--- config.mk ---
export PLATFORM = sky130hd
export DESIGN_NAME = qdac_frontend
export DESIGN_NICKNAME = d
export VERILOG_FILES = /design/src/rtl/qdac_frontend.v /design/src/rtl/qdac_sync.v
export VERILOG_INCLUDE_DIRS = /design/src /design/src/pkg
export SDC_FILE = /design/constraint.sdc
export NUM_CORES = 1
export LEC_CHECK = 0
export BUFFER_PORTS_ARGS = -buffer_cell sky130_fd_sc_hd__buf_2
export CAP_MARGIN = 20
export CELL_PAD_IN_SITES_DETAIL_PLACEMENT = 1
export CELL_PAD_IN_SITES_GLOBAL_PLACEMENT = 2
export CORE_MARGIN = 3
export CORE_UTILIZATION = 45
export CTS_CLUSTER_DIAMETER = 30
export CTS_CLUSTER_SIZE = 24
export DETAILED_ROUTE_END_ITERATION = 7
export GPL_ROUTABILITY_DRIVEN = 0
export HOLD_SLACK_MARGIN = 0.1
export PLACE_DENSITY_LB_ADDON = 0.1
export SLEW_MARGIN = 20
export SYNTH_ARGS = -nofsm -noshare
export SYNTH_HDL_FRONTEND = slang
export SYNTH_SLANG_ARGS = --single-unit
--- constraint.sdc ---
create_clock -name pclk -period 5.9 [get_ports pclk]
set_input_delay 0.59 -clock pclk [delete_from_list [all_inputs] [get_ports pclk]]
set_output_delay 0.59 -clock pclk [all_outputs]
set_load 0.02 [all_outputs]
--- src/pkg/qdac_defs.vh ---
`ifndef QDAC_DEFS_VH
`define QDAC_DEFS_VH
// Command word layout
`define QDAC_WORD_BITS     24
`define QDAC_RW_BIT        23
`define QDAC_REG_HI        21
`define QDAC_REG_LO        19
`define QDAC_ADDR_HI       18
`define QDAC_ADDR_LO       16
`define QDAC_DATA_HI       13
`define QDAC_DATA_LO       0
`define QDAC_CODE_BITS     14
// Register type selector codes
`define QDAC_REG_NOP       3'h0
`define QDAC_REG_DATA      3'h2
`define QDAC_REG_COARSE    3'h3
`define QDAC_REG_GAIN      3'h4
`define QDAC_REG_OFFSET    3'h5
`define QDAC_REG_CTRL      3'h1
// Channel address: 3'h4 addresses all four
`define QDAC_ADDR_ALL      3'h4
// Reset values
`define QDAC_DATA_RESET    14'h0000
`define QDAC_ADJ_RESET     14'h0000
// Serial clock ceiling and APB map
`define QDAC_SCLK_MAX_MHZ  30
`define QDAC_OFF_STATUS    12'h000
`define QDAC_OFF_CH0       12'h010
`define QDAC_OFF_GAIN0     12'h020
`define QDAC_OFF_OFFS0     12'h030
`define QDAC_OFF_SWITCH0   12'h040
`endif

--- src/rtl/qdac_frontend.v ---
// The APB slave port and the placing of the registers were decided locally.
`include "qdac_defs.vh"
`default_nettype none
module qdac_frontend #(
  parameter CHANNELS = 4
) (
  // APB slave
  input  wire        pclk,
  input  wire        presetn,
  input  wire        psel,
  input  wire        penable,
  input  wire        pwrite,
  input  wire [11:0] paddr,
  input  wire [31:0] pwdata,
  output reg  [31:0] prdata,
  output reg         pready,
  output reg         pslverr,
  // Serial link pins
  input  wire        sclk,
  input  wire        frame_n,
  input  wire        chain_data_in,
  output reg         chain_data_out,
  // Control pins
  input  wire        load_outputs_n,
  input  wire        async_clear_n,
  input  wire        coding_select_strap,
  // Analog-side controls, channel 0 shown on pins
  output reg  [14:0] segment_switch_controls,
  output reg  [11:0] ladder_switch_controls,
  output reg         output_clamp,
  output reg         offset_binary
);
  localparam CW = `QDAC_CODE_BITS;

  // Thermometer decode of the four top code bits
  function [14:0] therm;
    input [3:0] v;
    integer k;
    begin
      therm = 15'h0000;
      for (k = 0; k < 15; k = k + 1)
        if (k < v)
          therm[k] = 1'b1;
    end
  endfunction

  //////////////////////////////////////////////////////////////////////////////
  // Pin synchronisers
  wire sclk_s;
  wire frame_n_s;
  wire din_s;
  wire load_n_s;
  wire clr_n_s;
  wire strap_s;

  qdac_sync u_sclk  (.pclk(pclk), .presetn(presetn), .reset_level(1'b0), .din(sclk),                .dout(sclk_s));
  qdac_sync u_frame (.pclk(pclk), .presetn(presetn), .reset_level(1'b1), .din(frame_n),             .dout(frame_n_s));
  qdac_sync u_din   (.pclk(pclk), .presetn(presetn), .reset_level(1'b0), .din(chain_data_in),       .dout(din_s));
  qdac_sync u_load  (.pclk(pclk), .presetn(presetn), .reset_level(1'b0), .din(load_outputs_n),      .dout(load_n_s));
  qdac_sync u_clr   (.pclk(pclk), .presetn(presetn), .reset_level(1'b0), .din(async_clear_n),       .dout(clr_n_s));
  qdac_sync u_strap (.pclk(pclk), .presetn(presetn), .reset_level(1'b0), .din(coding_select_strap), .dout(strap_s));

  // Edge history; synchronisers reset to low, so the first few cycles are masked
  reg       sclk_d;
  reg       frame_d;
  reg       load_d;
  reg       clr_d;
  reg [2:0] settle;
  wire      live      = (settle == 3'h7);
  wire      sclk_fall = live & sclk_d & ~sclk_s;
  wire      sclk_rise = live & ~sclk_d & sclk_s;
  wire      frame_go  = live & frame_d & ~frame_n_s;
  wire      frame_end = live & ~frame_d & frame_n_s;
  wire      load_fall = live & load_d & ~load_n_s;
  wire      clr_fall  = live & clr_d & ~clr_n_s;

  always @(posedge pclk or negedge presetn) begin
    if (!presetn) begin
      sclk_d  <= 1'b0;
      frame_d <= 1'b1;
      load_d  <= 1'b1;
      clr_d   <= 1'b1;
      settle  <= 3'h0;
    end else begin
      sclk_d  <= sclk_s;
      frame_d <= frame_n_s;
      load_d  <= load_n_s;
      clr_d   <= clr_n_s;
      if (!live)
        settle <= settle + 3'h1;
    end
  end

  //////////////////////////////////////////////////////////////////////////////
  // Serial shift register and frame counter
  reg [23:0] shreg;
  reg [5:0]  fall_cnt;
  reg        in_frame;
  reg        load_hi_seen;
  reg [CW-1:0] rb_word;

  // Count saturates so very long frames stay void
  always @(posedge pclk or negedge presetn) begin
    if (!presetn) begin
      shreg          <= 24'h000000;
      fall_cnt       <= 6'h00;
      in_frame       <= 1'b0;
      load_hi_seen   <= 1'b0;
      chain_data_out <= 1'b0;
    end else begin
      if (frame_go) begin
        in_frame     <= 1'b1;
        fall_cnt     <= 6'h00;
        load_hi_seen <= load_n_s;
      end else if (frame_end) begin
        in_frame <= 1'b0;
      end
      if (in_frame && sclk_fall) begin
        shreg <= {shreg[22:0], din_s};
        if (fall_cnt != 6'h3f)
          fall_cnt <= fall_cnt + 6'h01;
      end
      if (in_frame && load_n_s)
        load_hi_seen <= 1'b1;
      // Output changes on rising edges so it holds steady at falling ones
      if (in_frame && sclk_rise)
        chain_data_out <= shreg[23];
    end
  end

  //////////////////////////////////////////////////////////////////////////////
  // Decode of the captured word
  wire          w_read = shreg[`QDAC_RW_BIT];
  wire [2:0]    w_reg  = shreg[`QDAC_REG_HI:`QDAC_REG_LO];
  wire [2:0]    w_addr = shreg[`QDAC_ADDR_HI:`QDAC_ADDR_LO];
  wire [CW-1:0] w_data = shreg[`QDAC_DATA_HI:`QDAC_DATA_LO];
  // Bits 22, 15 and 14 are never looked at
  wire          w_ok   = frame_end & in_frame & (fall_cnt == 6'd24);

  //////////////////////////////////////////////////////////////////////////////
  // Channel registers
  reg [CW-1:0] input_reg [0:CHANNELS-1];
  reg [CW-1:0] dac_reg   [0:CHANNELS-1];
  reg [CW-1:0] gain_reg  [0:CHANNELS-1];
  reg [CW-1:0] offs_reg  [0:CHANNELS-1];
  reg          pending;
  reg          updated;
  integer      i;

  // Readback word chosen by the previous read command
  always @(posedge pclk or negedge presetn) begin
    if (!presetn) begin
      pending <= 1'b0;
      updated <= 1'b0;
      rb_word <= {CW{1'b0}};
      for (i = 0; i < CHANNELS; i = i + 1) begin
        input_reg[i] <= `QDAC_DATA_RESET;
        dac_reg[i]   <= `QDAC_DATA_RESET;
        gain_reg[i]  <= `QDAC_ADJ_RESET;
        offs_reg[i]  <= `QDAC_ADJ_RESET;
      end
    end else begin
      if (!clr_n_s && clr_fall) begin
        // Clear to zero code, wins over a same-cycle load
        for (i = 0; i < CHANNELS; i = i + 1) begin
          input_reg[i] <= `QDAC_DATA_RESET;
          dac_reg[i]   <= `QDAC_DATA_RESET;
        end
        updated <= 1'b1;
        pending <= 1'b0;
      end else begin
        if (w_ok && !w_read) begin
          for (i = 0; i < CHANNELS; i = i + 1) begin
            if (w_addr == i[2:0] || w_addr == `QDAC_ADDR_ALL) begin
              if (w_reg == `QDAC_REG_DATA) begin
                input_reg[i] <= w_data;
                if (!load_hi_seen) begin
                  dac_reg[i] <= w_data;
                  updated    <= 1'b1;
                end
              end
              if (w_reg == `QDAC_REG_GAIN)
                gain_reg[i] <= w_data;
              if (w_reg == `QDAC_REG_OFFSET)
                offs_reg[i] <= w_data;
            end
          end
          if (w_reg == `QDAC_REG_DATA && load_hi_seen)
            pending <= 1'b1;
        end
        // Load falling edge outside a frame copies all input registers out
        if (load_fall && !in_frame) begin
          for (i = 0; i < CHANNELS; i = i + 1)
            dac_reg[i] <= input_reg[i];
          updated <= 1'b1;
          pending <= 1'b0;
        end
      end
      if (w_ok && w_read) begin
        case (w_reg)
          `QDAC_REG_DATA:   rb_word <= input_reg[w_addr[1:0]];
          `QDAC_REG_GAIN:   rb_word <= gain_reg[w_addr[1:0]];
          `QDAC_REG_OFFSET: rb_word <= offs_reg[w_addr[1:0]];
          default:          rb_word <= {CW{1'b0}};
        endcase
      end
    end
  end

  // Readback lands in bits 15:2 of the APB status word, never in the shift register
  // Limitation: readback goes through the APB status word, not the serial pin

  //////////////////////////////////////////////////////////////////////////////
  // Switch decode and analog-side controls
  reg [1:0] sel_ch;
  wire [CW-1:0] code0 = dac_reg[0];

  always @(posedge pclk or negedge presetn) begin
    if (!presetn) begin
      segment_switch_controls <= 15'h0000;
      ladder_switch_controls  <= 12'h000;
      output_clamp            <= 1'b1;
      offset_binary           <= 1'b0;
    end else begin
      segment_switch_controls <= therm(code0[13:10]);
      ladder_switch_controls  <= code0[11:0];
      output_clamp            <= ~updated;
      offset_binary           <= strap_s;
    end
  end

  //////////////////////////////////////////////////////////////////////////////
  // APB slave, zero wait states
  wire       acc   = psel & penable;
  wire [1:0] ch    = paddr[3:2];
  wire       valid = (paddr[11:4] <= 8'h04) && (paddr[11:4] == 8'h00 ? ch == 2'h0 : 1'b1);

  function [14:0] switch_word;
    input [CW-1:0] c;
    begin
      switch_word = therm(c[13:10]);
    end
  endfunction

  always @(posedge pclk or negedge presetn) begin
    if (!presetn) begin
      prdata  <= 32'h00000000;
      pready  <= 1'b0;
      pslverr <= 1'b0;
      sel_ch  <= 2'h0;
    end else begin
      pready  <= psel & ~penable;
      pslverr <= psel & ~penable & (~valid | pwrite);
      sel_ch  <= ch;
      if (psel && !penable) begin
        case ({paddr[11:4], 4'h0})
          `QDAC_OFF_STATUS:  prdata <= {16'h0000, rb_word[13:0], pending, ~updated} & 32'h3fffffff;
          `QDAC_OFF_CH0:     prdata <= {18'h00000, dac_reg[ch]};
          `QDAC_OFF_GAIN0:   prdata <= {18'h00000, gain_reg[ch]};
          `QDAC_OFF_OFFS0:   prdata <= {18'h00000, offs_reg[ch]};
          `QDAC_OFF_SWITCH0: prdata <= {5'h00, dac_reg[ch][11:0], switch_word(dac_reg[ch])};
          default:           prdata <= 32'h00000000;
        endcase
      end
    end
  end
endmodule // qdac_frontend
`default_nettype wire

--- src/rtl/qdac_sync.v ---
`default_nettype none
// Three-stage synchroniser with agreement filter on stages two and three
module qdac_sync (
  // Clock and reset
  input  wire pclk,
  input  wire presetn,
  input  wire reset_level,
  // Async input and filtered level
  input  wire din,
  output reg  dout
);
  reg s1;
  reg s2;
  reg s3;

  // Stage one feeds only stage two
  always @(posedge pclk or negedge presetn) begin
    if (!presetn) begin
      s1   <= 1'b0;
      s2   <= 1'b0;
      s3   <= 1'b0;
      dout <= 1'b0;
    end else begin
      s1 <= din;
      s2 <= s1;
      s3 <= s2;
      if (s2 == s3)
        dout <= s2;
    end
  end
endmodule // qdac_sync
`default_nettype wire

## Word-level counts from Yosys, hierarchy flattened

Cells that the tools add are included.

| operators by class | value |
|---|---|
| add/sub/neg operators | 2 |
| order comparisons | 33 |
| equal/unequal tests | 21 |
| mux-type cells | 93 |
| bitwise operators | 29 |
| reductions and logical operators | 53 |

Operators with widths:

| cell | count |
|---|---|
| two-way mux 14 bit | 23 |
| two-way mux 56 bit | 5 |
| binary-select mux 14 bit (select 2 bit) | 6 |
| one-hot mux 27 bit (5 select lines) | 1 |
| < comparator 4 bit, first input constant | 14 |
| two-way mux 1 bit | 54 |
| AND reduction 4 bit | 12 |
| one-hot mux 14 bit (3 select lines) | 1 |
| < comparator 3 x 4 -> 1 bit, first input constant | 8 |
| nonzero test 3 bit | 7 |
| two-way mux 6 bit | 3 |
| AND 1 bit | 16 |
| equality test 8 x 2 -> 1 bit, second input constant | 2 |
| < comparator 1 x 4 -> 1 bit, first input constant | 4 |
| < comparator 2 x 4 -> 1 bit, first input constant | 4 |
| nonzero test 2 bit | 8 |
| equality test 3 bit, second input constant | 4 |
| AND reduction 3 bit | 4 |
| logical AND 1 bit | 10 |
| inverter 1 bit | 10 |
| equality test 3 x 2 -> 1 bit, second input constant | 3 |
| equality test 8 x 1 -> 1 bit, second input constant | 1 |
| equality test 8 x 3 -> 1 bit, second input constant | 1 |
| less-or-equal comparator 8 x 3 -> 1 bit, second input constant | 1 |
| other kinds (16) | 29 |

| word-level totals | value |
|---|---|
| register bits | 367 |
| input port bits | 55 |
| output and inout port bits | 64 |

## Depth between registers and ports, before layout

Gate-level depths: netlist of the first run.

| logic depth | value |
|---|---|
| depth in word-level cells | 15 |
| mapped depth | 9 |
| gate-level depth less buffers | 6 |

## Cells and area by module

From an unflattened synthesis of the first run, not the netlist that was laid out.

| unflattened totals | value |
|---|---|
| cell total of the unflattened synthesis | 1350 |
| area, all modules | 17103.9 µm² |

Modules (own cells, without submodules):

| module | times used | cells each | area an instance (µm²) | sequential area each (µm²) |
|---|---|---|---|---|
| qdac_frontend | 1 | 1320 | 16435.8 | 8463.1 |
| qdac_sync | 6 | 5 | 111.4 | 100.1 |

## Worst setup path before layout of the first run

OpenSTA, ideal clock, no wires.

| path | value |
|---|---|
| kind | reg2reg |
| start point | reg fall_cnt[0] |
| end point | reg gain_reg[45] in the netlist's numbering |
| arrival | 2.666 ns |
| data required time | 5.775 ns |
| slack | 3.110 ns |
| stages on the path, launching flop included | 10 |
| buffers on the path | 3 |
| period minus slack after synthesis | 2.790 ns |
| cell sequence | dfrtp_1 > inv_1 > ha_1 > or4b_1 > buf_2 > or4_1 > buf_2 > nor4_4 > buf_6 > mux2_2 |

| between the ends | value |
|---|---|
| word-level cells in the longest chain between the ends | 4 |

Ends and longest elaborated chain:

| item | line | RTL |
|---|---|---|
| from (decl) | qdac_frontend.v:97 | `reg [5:0] fall_cnt;` |
| from (signal assigned) | qdac_frontend.v:121 | `fall_cnt <= fall_cnt + 6'h01;` |
| equality test 6 x 5 -> 1 bit | qdac_frontend.v:138 | `wire w_ok = frame_end & in_frame & (fall_cnt == 6'd24);` |
| AND 1 bit | qdac_frontend.v:138 |  |
| logical AND 1 bit | qdac_frontend.v:172 | `if (w_ok && !w_read) begin` |
| AND reduction 4 bit (no line) | -- |  |
| to (signal, indexed assignment) | qdac_frontend.v:159 | `` gain_reg[i] <= `QDAC_ADJ_RESET; `` |
| to (signal, indexed assignment) | qdac_frontend.v:183 | `gain_reg[i] <= w_data;` |
| to (decl) | qdac_frontend.v:144 | `reg [CW-1:0] gain_reg [0:CHANNELS-1];` |

No other way between the ends.
A chain may end at the register's enable or synchronous reset.

## Worst setup path in the final report of the first run

| path | value |
|---|---|
| start point | reg settle[0] |
| end point | reg offs_reg[35] in the netlist's numbering |

| between the ends | value |
|---|---|
| word-level cells in the longest chain between the ends | 7 |

Ends and longest elaborated chain:

| item | line | RTL |
|---|---|---|
| from (decl) | qdac_frontend.v:68 | `reg [2:0] settle;` |
| from (signal assigned) | qdac_frontend.v:90 | `settle <= settle + 3'h1;` |
| equality test 3 bit (*) | qdac_frontend.v:69 | `wire live = (settle == 3'h7);` |
| AND 1 bit (2 in a row) | qdac_frontend.v:73 | `wire frame_end = live & ~frame_d & frame_n_s;` |
| AND 1 bit (2 in a row) | qdac_frontend.v:138 |  |
| logical AND 1 bit | qdac_frontend.v:172 |  |
| AND reduction 4 bit (no line) (*) | -- |  |
| to (signal, indexed assignment) | qdac_frontend.v:160 | `` offs_reg[i] <= `QDAC_ADJ_RESET; `` |
| to (signal, indexed assignment) | qdac_frontend.v:185 | `offs_reg[i] <= w_data;` |
| to (decl) | qdac_frontend.v:145 | `reg [CW-1:0] offs_reg [0:CHANNELS-1];` |

Every way passes the cells marked *; elsewhere a longest branch is shown, timed or not.

==> metrics.cfg, run 1 <==
[outcome]
status=complete, no violations

[yosys]
netlist_area_um2=17300
synth_ff_type=dfrtp_1
ys_warn_count=0
syn_inst=1392
async_flop_share_pct=100
seq_area_frac_synth_pct=52.4
synth_edf_count=0
ys_ff_latch=362
synthDistinctLibCells=69
synth_area_per_cell_um2=12.4

[timing]
finalCriticalPeriod_ps=4020
post-route-period-util_pct=68.1
rsz0062_at_grt=false
final_max_slew_viol_count=0
tightest_slew_ps=1140
skew_ps=15.7
setup_viol=0
setup_slack_ps=1880
fmax_mhz=249
relSlewSlack_pct=23.9
setup_tns_ps=0
hold_violations=0

[final_layout]
fin_cells=2064
area_growth_pct=24.1
drive_gt1_share_pct=35.6
fin_nets=1535
diodes=0
multi_input_area_um2=7740
nFillCells=3705
fin_area_um2=21500
postLayoutCoreUtil_pct=56.9
seqCellArea_um2=9070

[clocking]
cts-resized-gates=0
tritoncts=yes
clockBufferDepth=3
path_clk_slew_ps=50
clock_latency_ps=600
cts_htree_levels=3
ctsRootBufferMaster=clkbuf_16
numCtsBuffers=94
cts.sinks=362

[worst_setup_path]
required_ps=6380
worstPathArrival_ps=4500
worstSetupPathType=flip-flop to flip-flop
cp-start-kind=flip-flop
endpoint_kind=flip-flop
path_max_fanout=14

[run]
maxCapViolCount=0

[detailed_routing]
vias_per_cell=6.18
wirelength_um=56700
drc=0
first_pass_iters=5
first_iter_violations=873
postRouteAntennaNets=0
wire_per_inst_um=27.5
num_vias=12800

[floorplan]
die_h_um=202
num_io_pins=119
rows=71
die_x_um=202
dieArea_um2=40900
start_util_pct=45.9
coreArea_um2=37800

[global_route]
track_usage_pct=28.3
grt_pass1_wl_um=87900
grt.overflow.total=0
grt_pass1_vias=13900
grt_antenna_before_repair=2
grt_max_degree=123

[placed_design]
hpwl_um=33400
dp_worst_setup_slack_ps=1930
portBuffers=79
placedInstanceArea_um2=18200
dpl.cell_count=1884

[power_and_ir_drop]
power.density_nw_per_um2=423
p_leak_nw=9.55
irDropWorstVdd_v=0.000348

[worst_hold_path]
hold_class=primary input to flip-flop

==> worst max-delay path, cell delays in order, from the launching register on <==
cell,delay [ps]
dfrtp_1,380
ha_1,180
ha_1,470
nand2_1,370
nor4_2,970
nand2_1,950
mux2_2,560
==> timing repair <==
item | CTS | global route
hold buffers | 7 | 0
endpoints found under the hold margin | 44 | 0
setup buffers | 0 | 0
==> final timing paths <==
path | slack [ps] | cells after the start | from | endpoint
max | 1880 | 6 | settle[0]$_DFFE_PN0P_ | offs_reg[35]$_DFFE_PN0P_
min | 290 | 3 | pwrite | pslverr$_DFF_PN0_
max reg2reg | 1880 | 6 | settle[0]$_DFFE_PN0P_ | offs_reg[35]$_DFFE_PN0P_
min reg2reg | 340 | 0 | u_load.s1$_DFF_PN0_ | u_load.s2$_DFF_PN0_
max in group asynchronous | 4000 | 3 | presetn | prdata[11]$_DFFE_PN0P_
min in group asynchronous | 630 | 2 | presetn | gain_reg[43]$_DFFE_PN0P_
==> where the power goes <==
part	switching, mW	internal (mW)
clock network	1.54	3.62
registers	0.345	2.73
logic	0.517	0.342
==> metal layers <==
metal	vias to the layer above	global-route usage, %	routed length (um)
met4	2	10.5	1660
li1	5482	-	-
met5	-	0	14
met3	117	6.22	3030
met1	6795	37.9	24700
met2	367	45.7	27300
==> kinds of logic after synthesis <==
group / share of synthesized area, %
flip-flops: 52.4
AO/OA/AOI/OAI: 11.3
multiplexers: 23.9
AND/OR/NAND/NOR: 8.20
buffers and inverters: 3.35
adder cells (fa/ha/maj): 0.636
XOR/XNOR: 0.202
other: 0.0217
==> area by class of cell <==
type / count / area share, %
flip-flops and latches: 362 / 42.2
multi-input cells: 889 / 36.0
clock buffers: 138 / 13.1
repair buffers: 120 / 3.46
well taps: 511 / 2.98
clock inverters: 35 / 2.01
inverters: 9 / 0.157
==> synth_stat cells, types with 5 or more instances <==
master	n	share of area [%]
a2bb2oi_1	18	0.91
maj3_1	6	0.35
and2_1	18	0.65
a31oi_1	43	1.6
a21o_1	5	0.22
mux2i_1	28	1.6
nor4_1	17	0.61
nor3b_1	6	0.26
nor2_1	31	0.67
mux2_2	179	12
nor2b_1	5	0.18
nor3_1	19	0.55
buf_1	14	0.30
inv_1	9	0.20
buf_4	5	0.22
o211ai_1	7	0.30
nand2b_1	6	0.22
dfrtp_1	358	52
a211oi_1	17	0.74
a22o_1	12	0.61
a21oi_1	52	1.5
nand3_1	85	2.5
clkbuf_1	109	2.4
buf_2	7	0.20
mux4_2	82	11
nand4_1	10	0.36
nand2_1	32	0.69
o21ai_0	137	4.0
==> cells in the final DEF, fill, tap and decap left out, types with 6 or more instances in the layout <==
cell type,count
a31oi_1,43
maj3_1,6
o21ai_0,137
clkinvlp_4,6
clkbuf_8,22
nand4_1,10
mux4_2,82
dfrtp_1,356
clkinv_2,12
a21oi_1,51
buf_2,78
and2_1,19
dlygate4sd3_1,7
nand2b_1,6
nand3_1,84
buf_4,33
bufinv_16,8
mux2i_1,28
a22o_1,12
nor3_1,18
o211ai_1,7
nand2_1,32
a2bb2oi_1,18
clkbuf_1,18
nor2_1,30
nor4_1,16
inv_1,9
mux2_2,179
clkbuf_16,98
a211oi_1,16
==> stage by stage <==
| stage | hold slack [ps] | power, mW |
|---|---|---|
| finish | 294 | 9.10 |
| detailed placement | 336 | 3.94 |
| global placement | 332 | 3.91 |
| global route | 282 | 9.44 |
| floorplan | 294 | 3.52 |
| CTS | 269 | 9.15 |
Note: power is estimated with default switching activity, not from simulation.
==> run 2, diff against run 1 <==
CORE_UTILIZATION = 38   (was 45)
clock period = 3.23 ns   (was 5.9 ns; I/O delays follow)
==> metrics.cfg, run 2 (synthesis gave the netlist of run 1 again) <==
[detailed_routing]
dr_wl_met2_um=28000
wl_met1_um=25800
wirelength_um=59600
wl_met3_um=3980
drc=0
num_vias=12800
top_layer=met5
wire_per_inst_um=27.2
first_iter_violations=859
vias_per_cell=5.85
first_pass_iters=5
postRouteAntennaNets=0

[clocking]
cts-resized-gates=0
clockBufferDepth=3
cts.sinks=362
cts_htree_levels=3
numCtsBuffers=94
ctsRootBufferMaster=clkbuf_16
hold_buffers=10
clock_latency_ps=620
path_clk_slew_ps=50
tritoncts=yes
post_cts_buffers=0

[global_route]
grt_pass1_vias=14100
grt.overflow.total=0
track_usage_pct=25.4
grt_antenna_before_repair=1
grt_max_degree=100
grt_pass1_wl_um=90900

[timing]
hold_violations=0
setup_tns_ps=0
setup_viol=0
rsz0062_at_grt=false
finalCriticalPeriod_ps=2850
skew_ps=19.8
relSlewSlack_pct=41.4
worst_hold_slack_ps=116
post-route-period-util_pct=88.1
tightest_slew_ps=876
final_max_slew_viol_count=0
fmax_mhz=351

[floorplan]
num_io_pins=119
coreArea_um2=44600
rows=77
die_h_um=219
start_util_pct=38.8
dieArea_um2=48200
die_x_um=219

[placed_design]
hpwl_um=37000
dpl.cell_count=2007
portBuffers=79

[outcome]
status=complete, no violations

[worst_setup_path]
worstSetupPathType=flip-flop to flip-flop
endpoint_kind=flip-flop
path_max_fanout=14
worstPathArrival_ps=3320
cp-start-kind=flip-flop
required_ps=3710

[final_layout]
nFillCells=4486
postLayoutCoreUtil_pct=49.4
drive_gt1_share_pct=37.3
fin_nets=1580
seqCellArea_um2=9070
area_growth_pct=27.3
final_cell_mix=dfrtp_1, mux2_2, o21ai_0, clkbuf_16, nand3_1
mostFrequentLayoutCell=dfrtp_1
multi_input_area_um2=7750
fin_cells=2192

[power_and_ir_drop]
fin_total_pwr_mw=16.7
irDropWorstVdd_v=0.000460
p_leak_nw=9.81
power.density_nw_per_um2=758

[run]
maxCapViolCount=0

[worst_hold_path]
hold_class=primary input to flip-flop

## run 2: through the flow
stage | area, um^2 | worst slack (ps)
after global placement | 18700 | 415
after CTS | 22000 | 356
after global routing | 22000 | 290
after floorplan | 17300 | 440
after detailed placement | 18700 | 395
final | 22000 | 383
## run 2: final cells by class
type                    count  area share, %
repair buffers            165           5.45
well taps                 592           3.36
diodes                      1         0.0114
inverters                   9          0.153
clock inverters            44           2.47
clock buffers             130           12.3
multi-input cells         889           35.2
flip-flops and latches    362           41.1
## run 2: worst max-delay path, stage by stage (launching register included)
cell     delay [ps]
dfrtp_1         420
inv_1            80
ha_1            190
or4b_1          510
or4_1           650
nor4_4          300
buf_12          210
mux2_2          360
## run 2: worst paths after layout
kind / cells past startpoint / slack (ps) / from / to
min in group asynchronous: 2 / 360 / presetn / segment_switch_controls[0]$_DFF_PN0_
setup / recovery: 7 / 380 / fall_cnt[0]$_DFF_PN0_ / gain_reg[43]$_DFFE_PN0P_
max in group asynchronous: 3 / 2010 / presetn / offs_reg[39]$_DFFE_PN0P_
setup reg to reg: 7 / 380 / fall_cnt[0]$_DFF_PN0_ / gain_reg[43]$_DFFE_PN0P_
hold / removal: 3 / 120 / paddr[7] / pslverr$_DFF_PN0_
hold reg to reg: 0 / 340 / u_frame.s1$_DFF_PN0_ / u_frame.s2$_DFF_PN0_
## run 2: where the power goes
group	leakage, nW	internal, mW	switching [mW]
registers	4.86	4.99	0.616
clock network	1.60	6.66	2.82
logic	3.36	0.666	0.963
## run 2: routing by layer
metal / up-vias / track usage, %
met3: 107 / 6.25
met1: 6722 / 33.8
met5: - / 0
li1: 5560 / -
met2: 438 / 40.5
met4: 2 / 9.18
==> run 3, diff against run 2 <==
ABC_AREA = 1   (was unset)
CORE_UTILIZATION = 32   (was 38)
==> metrics.cfg, run 3 <==
[outcome]
status=complete, no violations

[final_layout]
mostFrequentLayoutCell=nand2_1
final_cell_mix=nand2_1, dfrtp_1, inv_1, nand3_1, nand4_1
fin_area_um2=23900
nFillCells=6908
drive_gt1_share_pct=15.5
diodes=0
fin_nets=2710
area_growth_pct=29.0

[clocking]
ctsRootBufferMaster=clkbuf_16
cts_htree_levels=3
path_clk_slew_ps=40
numCtsBuffers=111
clock_latency_ps=650
cts.sinks=362
clockBufferDepth=3
tritoncts=yes
cts-resized-gates=0

[worst_hold_path]
hold_class=primary input to flip-flop

[worst_setup_path]
cp_slowest_stage_delay_ps=490
cp_num_buf_inv=1
worstSetupPathType=flip-flop to flip-flop
path_max_fanout=18
worstPathArrival_ps=3320
cp-start-kind=flip-flop
critPathTopFamily=simple AND/OR/NAND/NOR gates
endpoint_kind=flip-flop
critPathSlowestCell=nand2_1
required_ps=3760
worstPathCellList=ha_1, ha_1, nand2_1, nor2_4, clkinv_2, nand2_1, nand2_1, nand2_1, nand2_1
crit_top_cell=nand2_1

[yosys]
synth.area.top_cells=dfrtp_1, nand2_1, nand4_1
ys_warn_count=0
ys_ff_latch=362
synthDistinctLibCells=44
async_flop_share_pct=100
synth_top_cell_by_area=dfrtp_1
synthTopCellsByCount=nand2_1, dfrtp_1, inv_1
synth-adder-area-share_pct=0.594
synth.top_cell.area_share_pct=48.3
synth_top_family_by_area=simple AND/OR/NAND/NOR gates
seq_area_frac_synth_pct=48.9
synth_edf_count=0
syn_inst=2523
synth_xor_xnor_area_share_pct=0.142
yosysMostFrequentCell=nand2_1
synth_compound_area_share_pct=6.34
synthSimpleGateAreaFrac_pct=36.3
netlist_area_um2=18500
synth_area_per_cell_um2=7.35
muxShareOfSynthArea_pct=0
synth_ff_type=dfrtp_1

[global_route]
track_usage_pct=25.5
grt_max_degree=77
grt_pass1_wl_um=116000
grt_antenna_before_repair=0
grt_pass1_vias=18900
grt.overflow.total=0

[timing]
setup_viol=0
setup_tns_ps=0
finalCriticalPeriod_ps=2790
tightest_slew_ps=972
fmax_mhz=359
relSlewSlack_pct=35.1
post-route-period-util_pct=86.3
rsz0062_at_grt=false
hold_violations=0
skew_ps=19.2
final_max_slew_viol_count=0

[floorplan]
start_util_pct=32.6
die_h_um=247
rows=87
coreArea_um2=56800
dieArea_um2=60800
die_x_um=247
num_io_pins=119

[detailed_routing]
vias_per_cell=5.07
postRouteAntennaNets=0
wirelength_um=76100
num_vias=17700
first_iter_violations=1059
wire_per_inst_um=21.8
drc=0
first_pass_iters=5

[power_and_ir_drop]
power.density_nw_per_um2=745
irDropWorstVdd_v=0.000437
p_leak_nw=12.3
p_int_mw=13.2
seqPwrFrac_pct=29.3
netSwitchingFraction_pct=26.1
p_switching_mw=4.66
p_comb_share_pct=8.0
p_clk_share_pct=62.7

[run]
maxCapViolCount=0

[placed_design]
placedInstanceArea_um2=19900
portBuffers=79
hpwl_um=48800

-- run 3: worst reg2reg max path, cell delays in order, from the launching register on --
cell      delay, ps
dfrtp_1         360
ha_1            160
ha_1            340
nand2_1         150
nor2_4          270
clkinv_2        390
nand2_1         210
nand2_1         490
nand2_1         220
nand2_1          70
-- run 3: worst paths after layout --
kind,startpoint,end,slack [ps],depth (start not counted)
worst max-delay path,settle[0]$_DFFE_PN0P_,input_reg[39]$_DFFE_PN0P_,440,9
worst min-delay path,psel,pready$_DFF_PN0_,160,4
worst max register to register,settle[0]$_DFFE_PN0P_,input_reg[39]$_DFFE_PN0P_,440,9
worst min register to register,u_strap.s1$_DFF_PN0_,u_strap.s2$_DFF_PN0_,340,0
max in group asynchronous,presetn,clr_d$_DFF_PN1_,1990,3
min in group asynchronous,presetn,gain_reg[27]$_DFFE_PN0P_,250,2
-- run 3: layout make-up --
type	instances	area, um^2	area share, %
Inverter	173	653	2.73
Tap cell	756	946	3.95
Timing Repair Buffer	173	1260	5.27
Sequential cell	362	9060	37.9
Clock inverter	57	801	3.35
Multi-Input combinational cell	1830	8080	33.8
Clock buffer	147	3110	13.0
-- run 3: timing repair --
| item | 4_1_cts | 5_1_grt |
|---|---|---|
| buffers inserted | 0 | 0 |
| hold buffers | 9 | 0 |
| endpoints found under the hold margin | 63 | 0 |
-- run 3: metrics by stage --
stage          hold slack, ps  utilization, %  instances  setup WS [ps]  total power, mW
2_1_floorplan            27.4               -       2527           1300             5.96
3_3_place_gp              331            35.0       3285            552             6.68
3_5_place_dp              336            35.0       3285            488             6.72
4_1_cts                   131            42.1       3498            447             18.0
5_1_grt                   159            42.1       3498            191             18.5
6_report                  162            42.1       3498            442             17.8
-- run 3: routing by layer --
metal  vias up  part of all wire, %  track usage, %  routed length [um]
met4         0                  3.9            10.2                2940
met5         -                    0               0                   0
met1      8903                   45            33.7               34100
met3       146                  4.1            4.25                3160
met2       368                   47            41.5               35900
li1       8313                    -               -                   -
-- run 3: cell families after synthesis --
kind of cell	count (synthesis)
AO/OA/AOI/OAI	219
XOR/XNOR	3
adder cells (fa/ha/maj)	10
buffers and inverters	335
flip-flops	362
other	1
AND/OR/NAND/NOR	1593
-- run 3: power groups by stage --
stage          registers [mW]  clock network, mW  logic, mW
2_1_floorplan            5.07                  0      0.893
3_3_place_gp             5.28                  0       1.40
3_5_place_dp             5.30                  0       1.42
4_1_cts                  5.23               11.4       1.44
5_1_grt                  5.27               11.6       1.60
6_report                 5.23               11.2       1.42
